==> config.mk <==
export PLATFORM = sky130hd
export DESIGN_NAME = nvm_ctrl
export DESIGN_NICKNAME = d
export VERILOG_FILES = /design/src/design/nvm_pkg.sv /design/src/design/nvm_op_timer.sv /design/src/design/nvm_ctrl.sv
export SDC_FILE = /design/constraint.sdc
export NUM_CORES = 1
export LEC_CHECK = 0
export ABC_CLOCK_PERIOD_IN_PS = 4500
export BUFFER_PORTS_ARGS = -buffer_cell sky130_fd_sc_hd__buf_2
export CORE_ASPECT_RATIO = 0.7
export CORE_MARGIN = 2
export CORE_UTILIZATION = 50
export CTS_CLUSTER_SIZE = 10
export DETAILED_ROUTE_END_ITERATION = 8
export PLACE_DENSITY_LB_ADDON = 0.25
export SETUP_SLACK_MARGIN = 0.3
export SYNTH_ARGS = -nofsm -noshare
export SYNTH_HDL_FRONTEND = slang
export SYNTH_HIERARCHICAL = 1
export SYNTH_SLANG_ARGS = --single-unit
==> constraint.sdc <==
create_clock -name mclk_i -period 4.5 [get_ports mclk_i]
set_input_delay 0 -clock mclk_i [delete_from_list [all_inputs] [get_ports mclk_i]]
set_output_delay 0 -clock mclk_i [all_outputs]
set_load 0.03 [all_outputs]
==> src/design/nvm_pkg.sv <==
// Constants, register map and carrier types for the data-flash controller.
// Assumes a processor core on one clock that writes special-function and
// secondary-bus registers through simple strobe ports.
package nvm_pkg;

  // ----------------------------------------------------------------------
  // Register offsets
  // ----------------------------------------------------------------------
  localparam logic [7:0] AREA_SELECT_OFS = 8'h20; // secondary bus
  localparam logic [7:0] ADDR_HIGH_OFS = 8'hf9;
  localparam logic [7:0] ADDR_LOW_OFS = 8'hfa;
  localparam logic [7:0] WRITE_DATA_OFS = 8'hfb;
  localparam logic [7:0] COMMAND_OFS = 8'hfc;
  localparam logic [7:0] ERASE_TIMING_OFS = 8'hfd;

  // ----------------------------------------------------------------------
  // Reset values
  // ----------------------------------------------------------------------
  localparam logic [7:0] AREA_SELECT_RST = 8'h00;
  localparam logic [7:0] ADDR_HIGH_RST = 8'h00;
  localparam logic [7:0] ADDR_LOW_RST = 8'h00;
  localparam logic [7:0] WRITE_DATA_RST = 8'h00;
  localparam logic [7:0] COMMAND_RST = 8'h00;
  localparam logic [7:0] ERASE_TIMING_RST = 8'h5a;

  // ----------------------------------------------------------------------
  // Field positions and masks
  // ----------------------------------------------------------------------
  localparam int AREA_SEL_BIT = 0;
  localparam int PAGE_SEL_BIT = 2;
  localparam logic [7:0] AREA_SELECT_MASK = 8'h01;
  localparam logic [7:0] ADDR_HIGH_MASK = 8'h07;
  localparam logic [4:0] TIM_FIELD_MAX = 5'h09;

  // ----------------------------------------------------------------------
  // Command codes and physical bases
  // ----------------------------------------------------------------------
  localparam logic [7:0] CMD_ERASE = 8'h96;
  localparam logic [7:0] CMD_PROGRAM = 8'h69;
  localparam logic [15:0] BIG_BASE = 16'h3c00;
  localparam logic [15:0] SMALL0_BASE = 16'h4400;
  localparam logic [15:0] SMALL1_BASE = 16'h4600;

  // ----------------------------------------------------------------------
  // Timing: times in ns, counts in 100 ns cycles of mclk_i
  // ----------------------------------------------------------------------
  localparam int CLK_NS = 100;
  localparam int PROG_NS = 23500;
  localparam int BIG_STEP_NS = 1000000;
  localparam int BIG_EXTRA_NS = 130000;
  localparam int SMALL_STEP_NS = 500000;
  localparam int SMALL_EXTRA_NS = 65000;
  localparam int PROG_CYC = (PROG_NS + CLK_NS - 1) / CLK_NS;
  localparam int BIG_STEP_CYC = (BIG_STEP_NS + CLK_NS - 1) / CLK_NS;
  localparam int BIG_EXTRA_CYC = (BIG_EXTRA_NS + CLK_NS - 1) / CLK_NS;
  localparam int SMALL_STEP_CYC = (SMALL_STEP_NS + CLK_NS - 1) / CLK_NS;
  localparam int SMALL_EXTRA_CYC = (SMALL_EXTRA_NS + CLK_NS - 1) / CLK_NS;
  localparam int CNT_W = 20;

  // ----------------------------------------------------------------------
  // Carriers
  // ----------------------------------------------------------------------
  typedef struct packed {
    logic wr;
    logic rd;
    logic sec;        // 1: secondary-bus space, 0: special-function space
    logic [7:0] addr;
    logic [7:0] wdata;
  } reg_req_t;

  typedef struct packed {
    logic we;         // array write strobe
    logic erase;      // 1: page erase, 0: byte program
    logic [15:0] addr;
    logic [7:0] data;
  } array_req_t;

endpackage : nvm_pkg

==> src/design/nvm_op_timer.sv <==
// Down-counter that times one erase or program operation.
// Assumes the load pulse arrives only while the counter is idle.
`timescale 1ns/1ps
module nvm_op_timer #(
  parameter int W = nvm_pkg::CNT_W
) (
  input wire logic mclk_i,
  input wire logic rst_i,
  input wire logic load_i,
  input wire logic [W-1:0] cycles_i,
  output logic busy_o,
  output logic done_o
);
  import nvm_pkg::*;

  typedef struct packed {
    logic [W-1:0] cnt;
    logic busy;
    logic done;
  } tmr_state_t;

  tmr_state_t s_q;
  tmr_state_t s_d;

  // --------------------------------------------------------------------
  // Count down; done pulses the cycle after the last one
  // --------------------------------------------------------------------
  always_comb
  begin
    s_d = s_q;
    s_d.done = 1'b0;
    if (load_i)
    begin
      s_d.cnt = cycles_i;
      s_d.busy = 1'b1;
    end
    else if (s_q.busy)
    begin
      if (s_q.cnt <= W'(1))
      begin
        s_d.busy = 1'b0;
        s_d.done = 1'b1;
        s_d.cnt = '0;
      end
      else
      begin
        s_d.cnt = s_q.cnt - W'(1);
      end
    end
  end

  always_ff @(posedge mclk_i or posedge rst_i)
  begin
    if (rst_i)
      s_q <= '0;
    else
      s_q <= s_d;
  end

  assign busy_o = s_q.busy;
  assign done_o = s_q.done;

endmodule : nvm_op_timer

==> src/design/nvm_ctrl.sv <==
// Data-flash erase and byte-program controller with its register file.
// Assumes the core writes registers with one-cycle strobes on mclk_i and
// that the array behind array_o accepts a strobe each time we is high.
// How it works
// - Area select clear: one 1024-byte page
// - Ten-bit logical address maps onto 0x3C00 up
// - Area select set: two 512-byte pages
// - First small page maps onto 0x4400-0x45FF
// - Second small page maps onto 0x4600-0x47FF
// - High address bit 2 picks small page
// - Small page offset: high bit 0, low byte
// - Big area needs high bit 2 clear; the decode ignores bit 2 in big mode
// - 0x96 erases page, 0x69 programs byte
// - Core clock halted while operation runs
// - Byte program always lasts 23.5 us
// - Big area erase: 1-10 ms plus 0.13
// - Small page erase: 0.5-5 ms plus 0.065
`timescale 1ns/1ps
module nvm_ctrl
  import nvm_pkg::*;
#(
  parameter int PROG_CYCLES = nvm_pkg::PROG_CYC,
  parameter int BIG_STEP = nvm_pkg::BIG_STEP_CYC,
  parameter int BIG_EXTRA = nvm_pkg::BIG_EXTRA_CYC,
  parameter int SMALL_STEP = nvm_pkg::SMALL_STEP_CYC,
  parameter int SMALL_EXTRA = nvm_pkg::SMALL_EXTRA_CYC
) (
  input wire logic mclk_i,
  input wire logic rst_i,
  input wire nvm_pkg::reg_req_t req_i,
  output logic [7:0] rdata_o,
  output logic rvalid_o,
  output logic clk_halt_o,
  output nvm_pkg::array_req_t array_o
);
  import nvm_pkg::*;

  typedef enum logic [1:0] {
    ST_IDLE,
    ST_START,
    ST_RUN
  } op_state_t;

  typedef struct packed {
    logic [7:0] area_sel;
    logic [7:0] addr_high;
    logic [7:0] addr_low;
    logic [7:0] wdata;
    logic [7:0] command;
    logic [7:0] timing;
    op_state_t st;
    logic erase;
    logic [CNT_W-1:0] cycles;
    logic [7:0] rdata;
    logic rvalid;
    logic halt;
    array_req_t arr;
  } ctrl_state_t;

  ctrl_state_t s_q;
  ctrl_state_t s_d;
  logic tmr_load;
  logic tmr_busy;
  logic tmr_done;
  logic [15:0] phys_addr;
  logic [4:0] tim_eff;
  logic [CNT_W-1:0] erase_cycles;
  logic [CNT_W-1:0] erase_cycles_sel;

  // --------------------------------------------------------------------
  // Address decode
  // --------------------------------------------------------------------
  // Bit 1 of the high register is ignored in small-page mode; bit 2 is
  // ignored in big mode since its set value is reserved for firmware.
  always_comb
  begin
    if (s_q.area_sel[AREA_SEL_BIT])
    begin
      if (s_q.addr_high[PAGE_SEL_BIT])
        phys_addr = SMALL1_BASE | {7'h00, s_q.addr_high[0], s_q.addr_low};
      else
        phys_addr = SMALL0_BASE | {7'h00, s_q.addr_high[0], s_q.addr_low};
    end
    else
    begin
      phys_addr = BIG_BASE | {6'h00, s_q.addr_high[1:0], s_q.addr_low};
    end
  end

  // --------------------------------------------------------------------
  // Erase duration; values above nine clamp to the longest setting
  // --------------------------------------------------------------------
  always_comb
  begin
    tim_eff = (s_q.timing[4:0] > TIM_FIELD_MAX) ? TIM_FIELD_MAX
                                                 : s_q.timing[4:0];
    if (s_q.area_sel[AREA_SEL_BIT])
      erase_cycles = CNT_W'((32'(tim_eff) + 32'd1) * SMALL_STEP
                            + SMALL_EXTRA);
    else
      erase_cycles = CNT_W'((32'(tim_eff) + 32'd1) * BIG_STEP + BIG_EXTRA);
  end

  // --------------------------------------------------------------------
  // Register file, command launch and operation sequencing
  // --------------------------------------------------------------------
  always_comb
  begin
    s_d = s_q;
    s_d.rvalid = 1'b0;
    s_d.arr.we = 1'b0;
    tmr_load = 1'b0;
    // Writes are accepted only while idle; ST_START drops them, ST_RUN halts the core
    if (req_i.wr && s_q.st == ST_IDLE)
    begin
      if (req_i.sec)
      begin
        if (req_i.addr == AREA_SELECT_OFS)
          s_d.area_sel = req_i.wdata & AREA_SELECT_MASK;
      end
      else
      begin
        case (req_i.addr)
          ADDR_HIGH_OFS: s_d.addr_high = req_i.wdata & ADDR_HIGH_MASK;
          ADDR_LOW_OFS: s_d.addr_low = req_i.wdata;
          WRITE_DATA_OFS: s_d.wdata = req_i.wdata;
          ERASE_TIMING_OFS: s_d.timing = req_i.wdata;
          COMMAND_OFS:
          begin
            s_d.command = req_i.wdata;
            if (req_i.wdata == CMD_ERASE)
            begin
              s_d.st = ST_START;
              s_d.erase = 1'b1;
            end
            else if (req_i.wdata == CMD_PROGRAM)
            begin
              s_d.st = ST_START;
              s_d.erase = 1'b0;
            end
            // Any other code only stores the value
          end
          default: ;
        endcase
      end
    end
    if (req_i.rd)
    begin
      s_d.rvalid = 1'b1;
      if (req_i.sec)
        s_d.rdata = (req_i.addr == AREA_SELECT_OFS) ? s_q.area_sel : 8'h00;
      else
      begin
        case (req_i.addr)
          ADDR_HIGH_OFS: s_d.rdata = s_q.addr_high;
          ADDR_LOW_OFS: s_d.rdata = s_q.addr_low;
          WRITE_DATA_OFS: s_d.rdata = s_q.wdata;
          COMMAND_OFS: s_d.rdata = s_q.command;
          ERASE_TIMING_OFS: s_d.rdata = s_q.timing;
          default: s_d.rdata = 8'h00;
        endcase
      end
    end
    case (s_q.st)
      ST_START:
      begin
        // Launch: latch the address and halt the core clock
        tmr_load = 1'b1;
        s_d.halt = 1'b1;
        s_d.arr.we = 1'b1;
        s_d.arr.erase = s_q.erase;
        s_d.arr.addr = phys_addr;
        s_d.arr.data = s_q.wdata;
        s_d.cycles = s_q.erase ? erase_cycles
                               : CNT_W'(PROG_CYCLES);
        s_d.st = ST_RUN;
      end
      ST_RUN:
      begin
        if (tmr_done)
        begin
          s_d.halt = 1'b0;
          s_d.st = ST_IDLE;
        end
      end
      ST_IDLE: ;
      default: s_d.st = ST_IDLE;
    endcase
  end

  always_ff @(posedge mclk_i or posedge rst_i)
  begin
    if (rst_i)
    begin
      s_q <= '0;
      s_q.area_sel <= AREA_SELECT_RST;
      s_q.addr_high <= ADDR_HIGH_RST;
      s_q.addr_low <= ADDR_LOW_RST;
      s_q.wdata <= WRITE_DATA_RST;
      s_q.command <= COMMAND_RST;
      s_q.timing <= ERASE_TIMING_RST;
      s_q.st <= ST_IDLE;
    end
    else
      s_q <= s_d;
  end

  // --------------------------------------------------------------------
  // Operation timer
  // --------------------------------------------------------------------
  nvm_op_timer #(.W(CNT_W)) u_timer (
    .mclk_i(mclk_i),
    .rst_i(rst_i),
    .load_i(tmr_load),
    .cycles_i(erase_cycles_sel),
    .busy_o(tmr_busy),
    .done_o(tmr_done)
  );

  assign erase_cycles_sel = s_d.cycles;

  assign rdata_o = s_q.rdata;
  assign rvalid_o = s_q.rvalid;
  assign clk_halt_o = s_q.halt;
  assign array_o = s_q.arr;

  // --------------------------------------------------------------------
  // Assertions
  // --------------------------------------------------------------------
  // Erase steps from the raw field, clamped at the longest setting
  int unsigned erase_steps;
  assign erase_steps = (s_q.timing[4:0] > TIM_FIELD_MAX) ?
    32'(TIM_FIELD_MAX) + 32'd1 : 32'(s_q.timing[4:0]) + 32'd1;

  int unsigned halt_cnt;
  always_ff @(posedge mclk_i or posedge rst_i)
  begin
    if (rst_i)
      halt_cnt <= 0;
    else if (s_q.halt)
      halt_cnt <= halt_cnt + 1;
    else
      halt_cnt <= 0;
  end

  erase_cmd_a: assert property (
    @(posedge mclk_i) disable iff (rst_i)
    req_i.wr && !req_i.sec && req_i.addr == COMMAND_OFS &&
    req_i.wdata == CMD_ERASE && s_q.st == ST_IDLE
    |-> ##2 array_o.we && array_o.erase && clk_halt_o)
    else $error("erase command did not launch");
  prog_cmd_a: assert property (
    @(posedge mclk_i) disable iff (rst_i)
    req_i.wr && !req_i.sec && req_i.addr == COMMAND_OFS &&
    req_i.wdata == CMD_PROGRAM && s_q.st == ST_IDLE
    |-> ##2 array_o.we && !array_o.erase)
    else $error("program command did not launch");
  bad_cmd_a: assert property (
    @(posedge mclk_i) disable iff (rst_i)
    req_i.wr && !req_i.sec && req_i.addr == COMMAND_OFS &&
    req_i.wdata != CMD_PROGRAM && req_i.wdata != CMD_ERASE &&
    s_q.st == ST_IDLE |-> ##1 s_q.st == ST_IDLE ##1 !array_o.we)
    else $error("unknown command started an operation");
  big_map_a: assert property (
    @(posedge mclk_i) disable iff (rst_i)
    array_o.we && !s_q.area_sel[AREA_SEL_BIT]
    |-> array_o.addr[15:10] == BIG_BASE[15:10])
    else $error("big area address out of range");
  big_ofs_a: assert property (
    @(posedge mclk_i) disable iff (rst_i)
    s_q.st == ST_START && !s_q.area_sel[AREA_SEL_BIT]
    |=> array_o.addr[9:0] == {$past(s_q.addr_high[1:0]),
                              $past(s_q.addr_low)})
    else $error("big area offset wrong");
  small_pg_a: assert property (
    @(posedge mclk_i) disable iff (rst_i)
    s_q.st == ST_START && s_q.area_sel[AREA_SEL_BIT]
    |=> array_o.addr[15:9] == ($past(s_q.addr_high[PAGE_SEL_BIT]) ?
        SMALL1_BASE[15:9] : SMALL0_BASE[15:9]))
    else $error("small page base wrong");
  small_ofs_a: assert property (
    @(posedge mclk_i) disable iff (rst_i)
    s_q.st == ST_START && s_q.area_sel[AREA_SEL_BIT]
    |=> array_o.addr[8:0] == {$past(s_q.addr_high[0]),
                              $past(s_q.addr_low)})
    else $error("small page offset wrong");
  // Counter already holds the full halt length when the fall is seen
  prog_time_a: assert property (
    @(posedge mclk_i) disable iff (rst_i)
    $fell(clk_halt_o) && !array_o.erase
    |-> halt_cnt == PROG_CYCLES + 1)
    else $error("program duration wrong");
  // Measured halt length, so a broken timer load shows up here
  erase_time_a: assert property (
    @(posedge mclk_i) disable iff (rst_i)
    $fell(clk_halt_o) && array_o.erase
    |-> halt_cnt == 1 + (s_q.area_sel[AREA_SEL_BIT] ?
        erase_steps * SMALL_STEP + SMALL_EXTRA :
        erase_steps * BIG_STEP + BIG_EXTRA))
    else $error("erase duration wrong");
  // Halt must track the timer in every cycle, launch and finish alike
  halt_track_a: assert property (
    @(posedge mclk_i) disable iff (rst_i)
    clk_halt_o == (tmr_busy || tmr_done))
    else $error("halt and timer disagree");

  erase_run_c: cover property (@(posedge mclk_i) disable iff (rst_i)
    array_o.we && array_o.erase);
  prog_run_c: cover property (@(posedge mclk_i) disable iff (rst_i)
    array_o.we && !array_o.erase);
  small_run_c: cover property (@(posedge mclk_i) disable iff (rst_i)
    array_o.we && s_q.area_sel[AREA_SEL_BIT]);
  resume_c: cover property (@(posedge mclk_i) disable iff (rst_i)
    $fell(clk_halt_o));

endmodule : nvm_ctrl

Yosys cells after proc, flatten, opt, wreduce, memory -nomap -nowiden

Index checks and enable logic that the tools add are counted.

Bits in latches: 0
Memories: 0
Bits of input ports: 21
Memory bits (read-only): 0
RAM bits: 0
Register bits: 117

Reductions and logical operators: 13
Shifts and indexed selects: 0
$mul: 2
Eq/ne operators: 11
Div/mod/pow operators: 0
Add/subtract/negate cells: 4
Magnitude comparators: 2
Muxes and demuxes: 26
Bitwise logic cells: 1

Operator list:

| kind                                                                              | count |
|---|---|
| 20-bit two-way mux                                                                | 4 |
| 8-bit equality test, second input constant                                        | 6 |
| 8-bit case mux with 5 select lines                                                | 1 |
| 6-bit by 10-bit multiplier with 16-bit output, second input constant              | 2 |
| 26-bit two-way mux                                                                | 1 |
| 22-bit two-way mux                                                                | 1 |
| 21-bit two-way mux                                                                | 1 |
| 20-bit by 10-bit adder with 20-bit output, second input constant                  | 1 |
| 20-bit by 11-bit adder with 20-bit output, second input constant                  | 1 |
| 20-bit by 1-bit less-or-equal comparator with 1-bit output, second input constant | 1 |
| 20-bit by 1-bit subtractor with 20-bit output, second input constant              | 1 |
| 3-bit AND reduction                                                               | 6 |
| 15-bit two-way mux                                                                | 1 |
| 3-bit two-way mux                                                                 | 5 |
| 10-bit two-way mux                                                                | 1 |
| 8-bit by 6-bit equality test with 1-bit output, second input constant             | 1 |
| 8-bit by 7-bit equality test with 1-bit output, second input constant             | 1 |
| 8-bit two-way mux                                                                 | 1 |
| 5-bit by 1-bit adder with 6-bit output, second input constant                     | 1 |
| 2-bit case mux with 3 select lines                                                | 1 |
| 2-bit nonzero test                                                                | 3 |
| 5-bit by 4-bit > comparator with 1-bit output, second input constant              | 1 |
| 1-bit two-way mux                                                                 | 5 |
| 5-bit two-way mux                                                                 | 1 |
| 10 further kinds                                                                  | 11 |

Depth between registers and ports, before layout

Depth in word-level cells: 9
Gate-level depth with buffers: 22
Depth with buffers taken out: 21

By module

Netlist, hierarchy kept.

Modules (own cells, without submodules):

| module       | cells each | times used | area each (um^2) | sequential area each (um^2) |
|---|---|---|---|---|
| nvm_ctrl     | 534        | 1          | 5,291.3          | 2,307.2 |
| nvm_op_timer | 152        | 1          | 1,367.6          | 550.5 |

Least setup slack after synthesis

Ideal clock, no wire load.

Kind: register -> register
Start point: reg s_q[63] in the netlist's numbering
End point: reg u_timer/s_q[20] in the netlist's numbering
Data required time: 4.421 ns
Buffers on the path: 1
Arrival: 4.682 ns
Stages on the path, launching flop included: 22
Setup slack: -0.261 ns
Cells stage by stage: dfstp_2 > buf_2 > nor2_1 > nand2_1 > inv_1 > ha_1 > nor4bb_1 > a211o_1 > ha_1 > ha_1 > inv_1 > fa_1 > inv_1 > ha_1 > a211oi_1 > nor2_1 > nor4_2 > o211a_1 > nand3b_1 > xor2_1 > o221ai_1 > a2bb2oi_1

Cells in the longest elaborated chain, start to end: 9

Ends and longest elaborated chain:

| element                                                                                                       | line                            | text |
|---|---|---|
| from (decl)                                                                                                   | nvm_ctrl.sv:60                  | `ctrl_state_t s_q;` |
| 5-bit by 4-bit > comparator with 1-bit output                                                                 | -                               |  |
| 5-bit two-way mux *                                                                                           | nvm_ctrl.sv:95                  | `tim_eff = (s_q.timing[4:0] > TIM_FIELD_MAX) ? TIM_FIELD_MAX` |
| 5-bit by 1-bit adder with 6-bit output *                                                                      | nvm_ctrl.sv:98, nvm_ctrl.sv:101 |  |
| 6-bit by 10-bit multiplier with 16-bit output                                                                 | nvm_ctrl.sv:98, nvm_ctrl.sv:101 |  |
| 20-bit by 11-bit adder with 20-bit output / 20-bit by 10-bit adder with 20-bit output (equally long branches) | nvm_ctrl.sv:101, nvm_ctrl.sv:99 |  |
| 20-bit two-way mux *                                                                                          | nvm_ctrl.sv:97                  | `if (s_q.area_sel[AREA_SEL_BIT])` |
| 20-bit two-way mux *                                                                                          | nvm_ctrl.sv:174                 | `s_d.cycles = s_q.erase ? erase_cycles` |
| 20-bit two-way mux *                                                                                          | nvm_ctrl.sv:164                 | `case (s_q.st)` |
| via erase_cycles_sel[18]                                                                                      | nvm_ctrl.sv:68                  | `logic [CNT_W-1:0] erase_cycles_sel;` |
| 21-bit two-way mux *                                                                                          | nvm_op_timer.sv:32              | `if (load_i)` |
| to (signal assigned)                                                                                          | nvm_op_timer.sv:55              | `s_q <= '0;` |
| to (signal assigned)                                                                                          | nvm_op_timer.sv:57              | `s_q <= s_d;` |
| to (decl)                                                                                                     | nvm_op_timer.sv:22              | `tmr_state_t s_q;` |

Mark *: on every way through the listed nets, which the timed path passes. The rest lies on a longest branch.
A chain may end at the register's enable or synchronous reset.

Final worst setup path

Start point: reg s_q[63] in the netlist's numbering
End point: reg u_timer/s_q[17] in the netlist's numbering

The elaborated chain is that of the path after synthesis.

==> impl_metrics.tcl <==
set metrics [dict create \
    async_flop_share_pct 100 \
    diodes 0 \
    postPlaceCellArea_um2 7010 \
    maxCapViolCount 0 \
    synth_top_area_share_pct 41.3 \
    postSynthCellCount 686 \
    r2r-start "s_q[63]$_DFFE_PP1P_" \
    initial_utilization_pct 50.9 \
    first_pass_iters 5 \
    drc 0 \
    worst_setup_path_start_kind "register" \
    grt_pass1_wl_um 28400 \
    critPathKind "reg -> reg" \
    fp.dieArea_um2 14300 \
    hold_path.startpoint "req_i[16]" \
    dp.final_hpwl_um 11900 \
    nNetsFinal 814 \
    cts.path.max_buffers 2 \
    fin_ws_ns -0.207 \
    maxSlewViolCount 0 \
    wirelength_um 17700 \
    coreArea_um2 13100 \
    tightest_slew_ns 0.936 \
    post-route-period-util_pct 105 \
    routed-via-count 5500 \
    fp.dieW_um 142 \
    clk_latency_ns 0.41 \
    worstPathMaxFanout 4 \
    synth-seq-cells 114 \
    drive_gt1_share_pct 30.4 \
    post_drt_wl_per_cell_um 18.8 \
    hold_depth 3 \
    cp.arrival_ns 5.03 \
    routed_via_density 5.87 \
    drt-initial-drc-count 478 \
    grt_pass1_vias 5321 \
    ios 57 \
    grt_max_degree 61 \
    syn_to_final_growth_pct 22.2 \
    cts.sinks 114 \
    ant_nets 0 \
    min_period_ns 4.71 \
    synth_cell_types 75 \
    slew_headroom_pct 37.5 \
    cts_tree "yes" \
    path_clk_slew_ns 0.06 \
    cp-end-kind "register" \
    synth_area_um2 6660 \
    outcome "finished, violations left" \
    antenna_found_initial 0 \
    design_area_um2 8130 \
    portBuffers 55 \
    synthFlopType "dfrtp_1" \
    power_density_nw_per_um2 352 \
    rsz0062_at_grt "yes" \
    holdPathEnd "rdata_o[2]$_DFFE_PP0P_" \
    fin_skew_ns 0.00827 \
    synthTopCellsByArea "dfrtp_1 (41%), nand2_1 (6.0%), mux2_2 (5.9%), ha_1 (5.3%), buf_4 (3.9%)" \
    leakagePower_nw 3.86 \
    ir_drop_mv 0.287 \
    synth_edf_count 0 \
    htreeDepth 4 \
    reg2reg_slack_ns -0.21 \
    track_usage_pct 25.7 \
    ys_seq_area_share_pct 42.9 \
    rows 35 \
    yosysTopAreaCell "dfrtp_1" \
    final_common_cell "dfrtp_1" \
    avgSynthCellArea_um2 9.71 \
    dieHeight_um 101 \
    max_freq_mhz 212 \
    hold_viol_final 0 \
    grt_overflow 0 \
    violations "setup timing" \
    preCtsSetupSlack_ns -0.107 \
    routabilityCongestion 0.872 \
    timing.rr.end "u_timer/s_q[17]$_DFFE_PP0P_" \
    root_buffer "clkbuf_16" \
    numCtsBuffers 17 \
    setup_viol 10 \
    cp.required_ns 4.83 \
    holdCritPathClass "in -> reg" \
    yosysWarnings 6 \
    ff2ff_path_depth 19 \
    layout_common_cells "dfrtp_1 (110), nand2_1 (103), buf_2 (55)" \
]
==> logic make-up after synthesis <==
kind of cell	after synthesis	synth area share (%)
AO/OA/AOI/OAI	146	14.6
XOR/XNOR	16	2.10
adder cells (fa/ha/maj)	35	7.37
buffers and inverters	94	7.67
flip-flops	114	42.9
multiplexers	51	8.32
other	2	0.113
AND/OR/NAND/NOR	228	16.9
==> how the worst max path moves through the flow <==
stage                                  end  slack (ns)           startpoint
3_3_place_gp   u_timer/s_q[20]$_DFFE_PP0P_        0.04  s_q[62]$_DFFE_PP1P_
4_1_cts        u_timer/s_q[17]$_DFFE_PP0P_       -0.02  s_q[63]$_DFFE_PP1P_
6_report       u_timer/s_q[17]$_DFFE_PP0P_       -0.21  s_q[63]$_DFFE_PP1P_
3_5_place_dp   u_timer/s_q[20]$_DFFE_PP0P_       -0.11  s_q[62]$_DFFE_PP1P_
2_1_floorplan  u_timer/s_q[20]$_DFFE_PP0P_        0.20  s_q[63]$_DFFE_PP1P_
5_1_grt        u_timer/s_q[17]$_DFFE_PP0P_       -0.41  s_q[63]$_DFFE_PP1P_
==> where the power goes <==
| group | switching (mW) | total (mW) | internal (mW) |
|---|---|---|---|
| clock network | 0.529 | 1.25 | 0.717 |
| logic | 0.302 | 0.565 | 0.263 |
| registers | 0.0126 | 1.05 | 1.04 |
==> through the flow <==
step           TNS, ns  total power [mW]  hold WS, ns  util (%)  std cells
6_report         -1.13              2.86       0.0399      62.1        937
5_1_grt          -3.03              2.97       0.0426      62.1        937
4_1_cts        -0.0525              2.78       0.0150      60.0        924
3_5_place_dp    -0.377              1.48       0.0755      53.6        868
3_3_place_gp         0              1.47       0.0615      53.6        868
2_1_floorplan        0              1.38      -0.0108         -        697
==> metal layers <==
metal | up-vias | wire [um] | share of wire [%] | GRT usage (%)
met5 | - | 0 | 0 | 0
met4 | 0 | 260 | 1.5 | 7.62
met3 | 25 | 1110 | 6.3 | 5.27
met2 | 206 | 7740 | 44 | 37.0
met1 | 2741 | 8550 | 48 | 39.0
li1 | 2528 | - | - | -
==> Yosys cell counts, types with 9 or more instances <==
library cell,instances
nor2_1,42
nor3_1,9
dfrtp_1,110
o21ai_0,40
mux2_2,35
a31oi_1,10
buf_4,35
mux2i_1,16
ha_1,28
clkbuf_1,19
a2bb2oi_1,11
nand3_1,10
a21oi_1,28
nand2_1,106
inv_1,32
==> timing repair <==
action | 4_1_cts | 5_1_grt
gates resized for setup | 19 | 30
hold buffers | 11 | 0
pin swaps | 10 | 28
buffers inserted | 13 | 13
setup endpoints to repair | 14 | 16
hold endpoints to repair | 101 | 0
==> registers in the layout, indices dropped and copies added, names as in the netlist <==
register / cells
rvalid_o: 1
u_timer/busy_o: 1
s_q: 59
u_timer/done_o: 1
array_o: 23
u_timer/s_q: 20
rdata_o: 8
clk_halt_o: 1
==> cell type report <==
class	count	area (um2)
Clock buffer	17	425
Timing Repair Buffer	104	691
Sequential cell	114	2860
Inverter	32	124
Fill cell	1037	4960
Tap cell	166	208
Multi-Input combinational cell	489	3700
Clock inverter	15	124
==> critical path, stage by stage (launching register included) <==
cell       delay [ns]
dfstp_2          0.40
buf_4            0.14
buf_4            0.14
nor2_2           0.18
nand2_1          0.13
ha_1             0.22
xor2_1           0.18
ha_1             0.33
ha_1             0.30
ha_1             0.34
fa_2             0.47
a211oi_4         0.36
nor2_4           0.07
nor4_4           0.34
o2111ai_2        0.18
xor2_1           0.28
mux2i_2          0.12
o21ai_2          0.17
nor2_1           0.06
nor3_1           0.20
(Power assumes the default switching activity.)
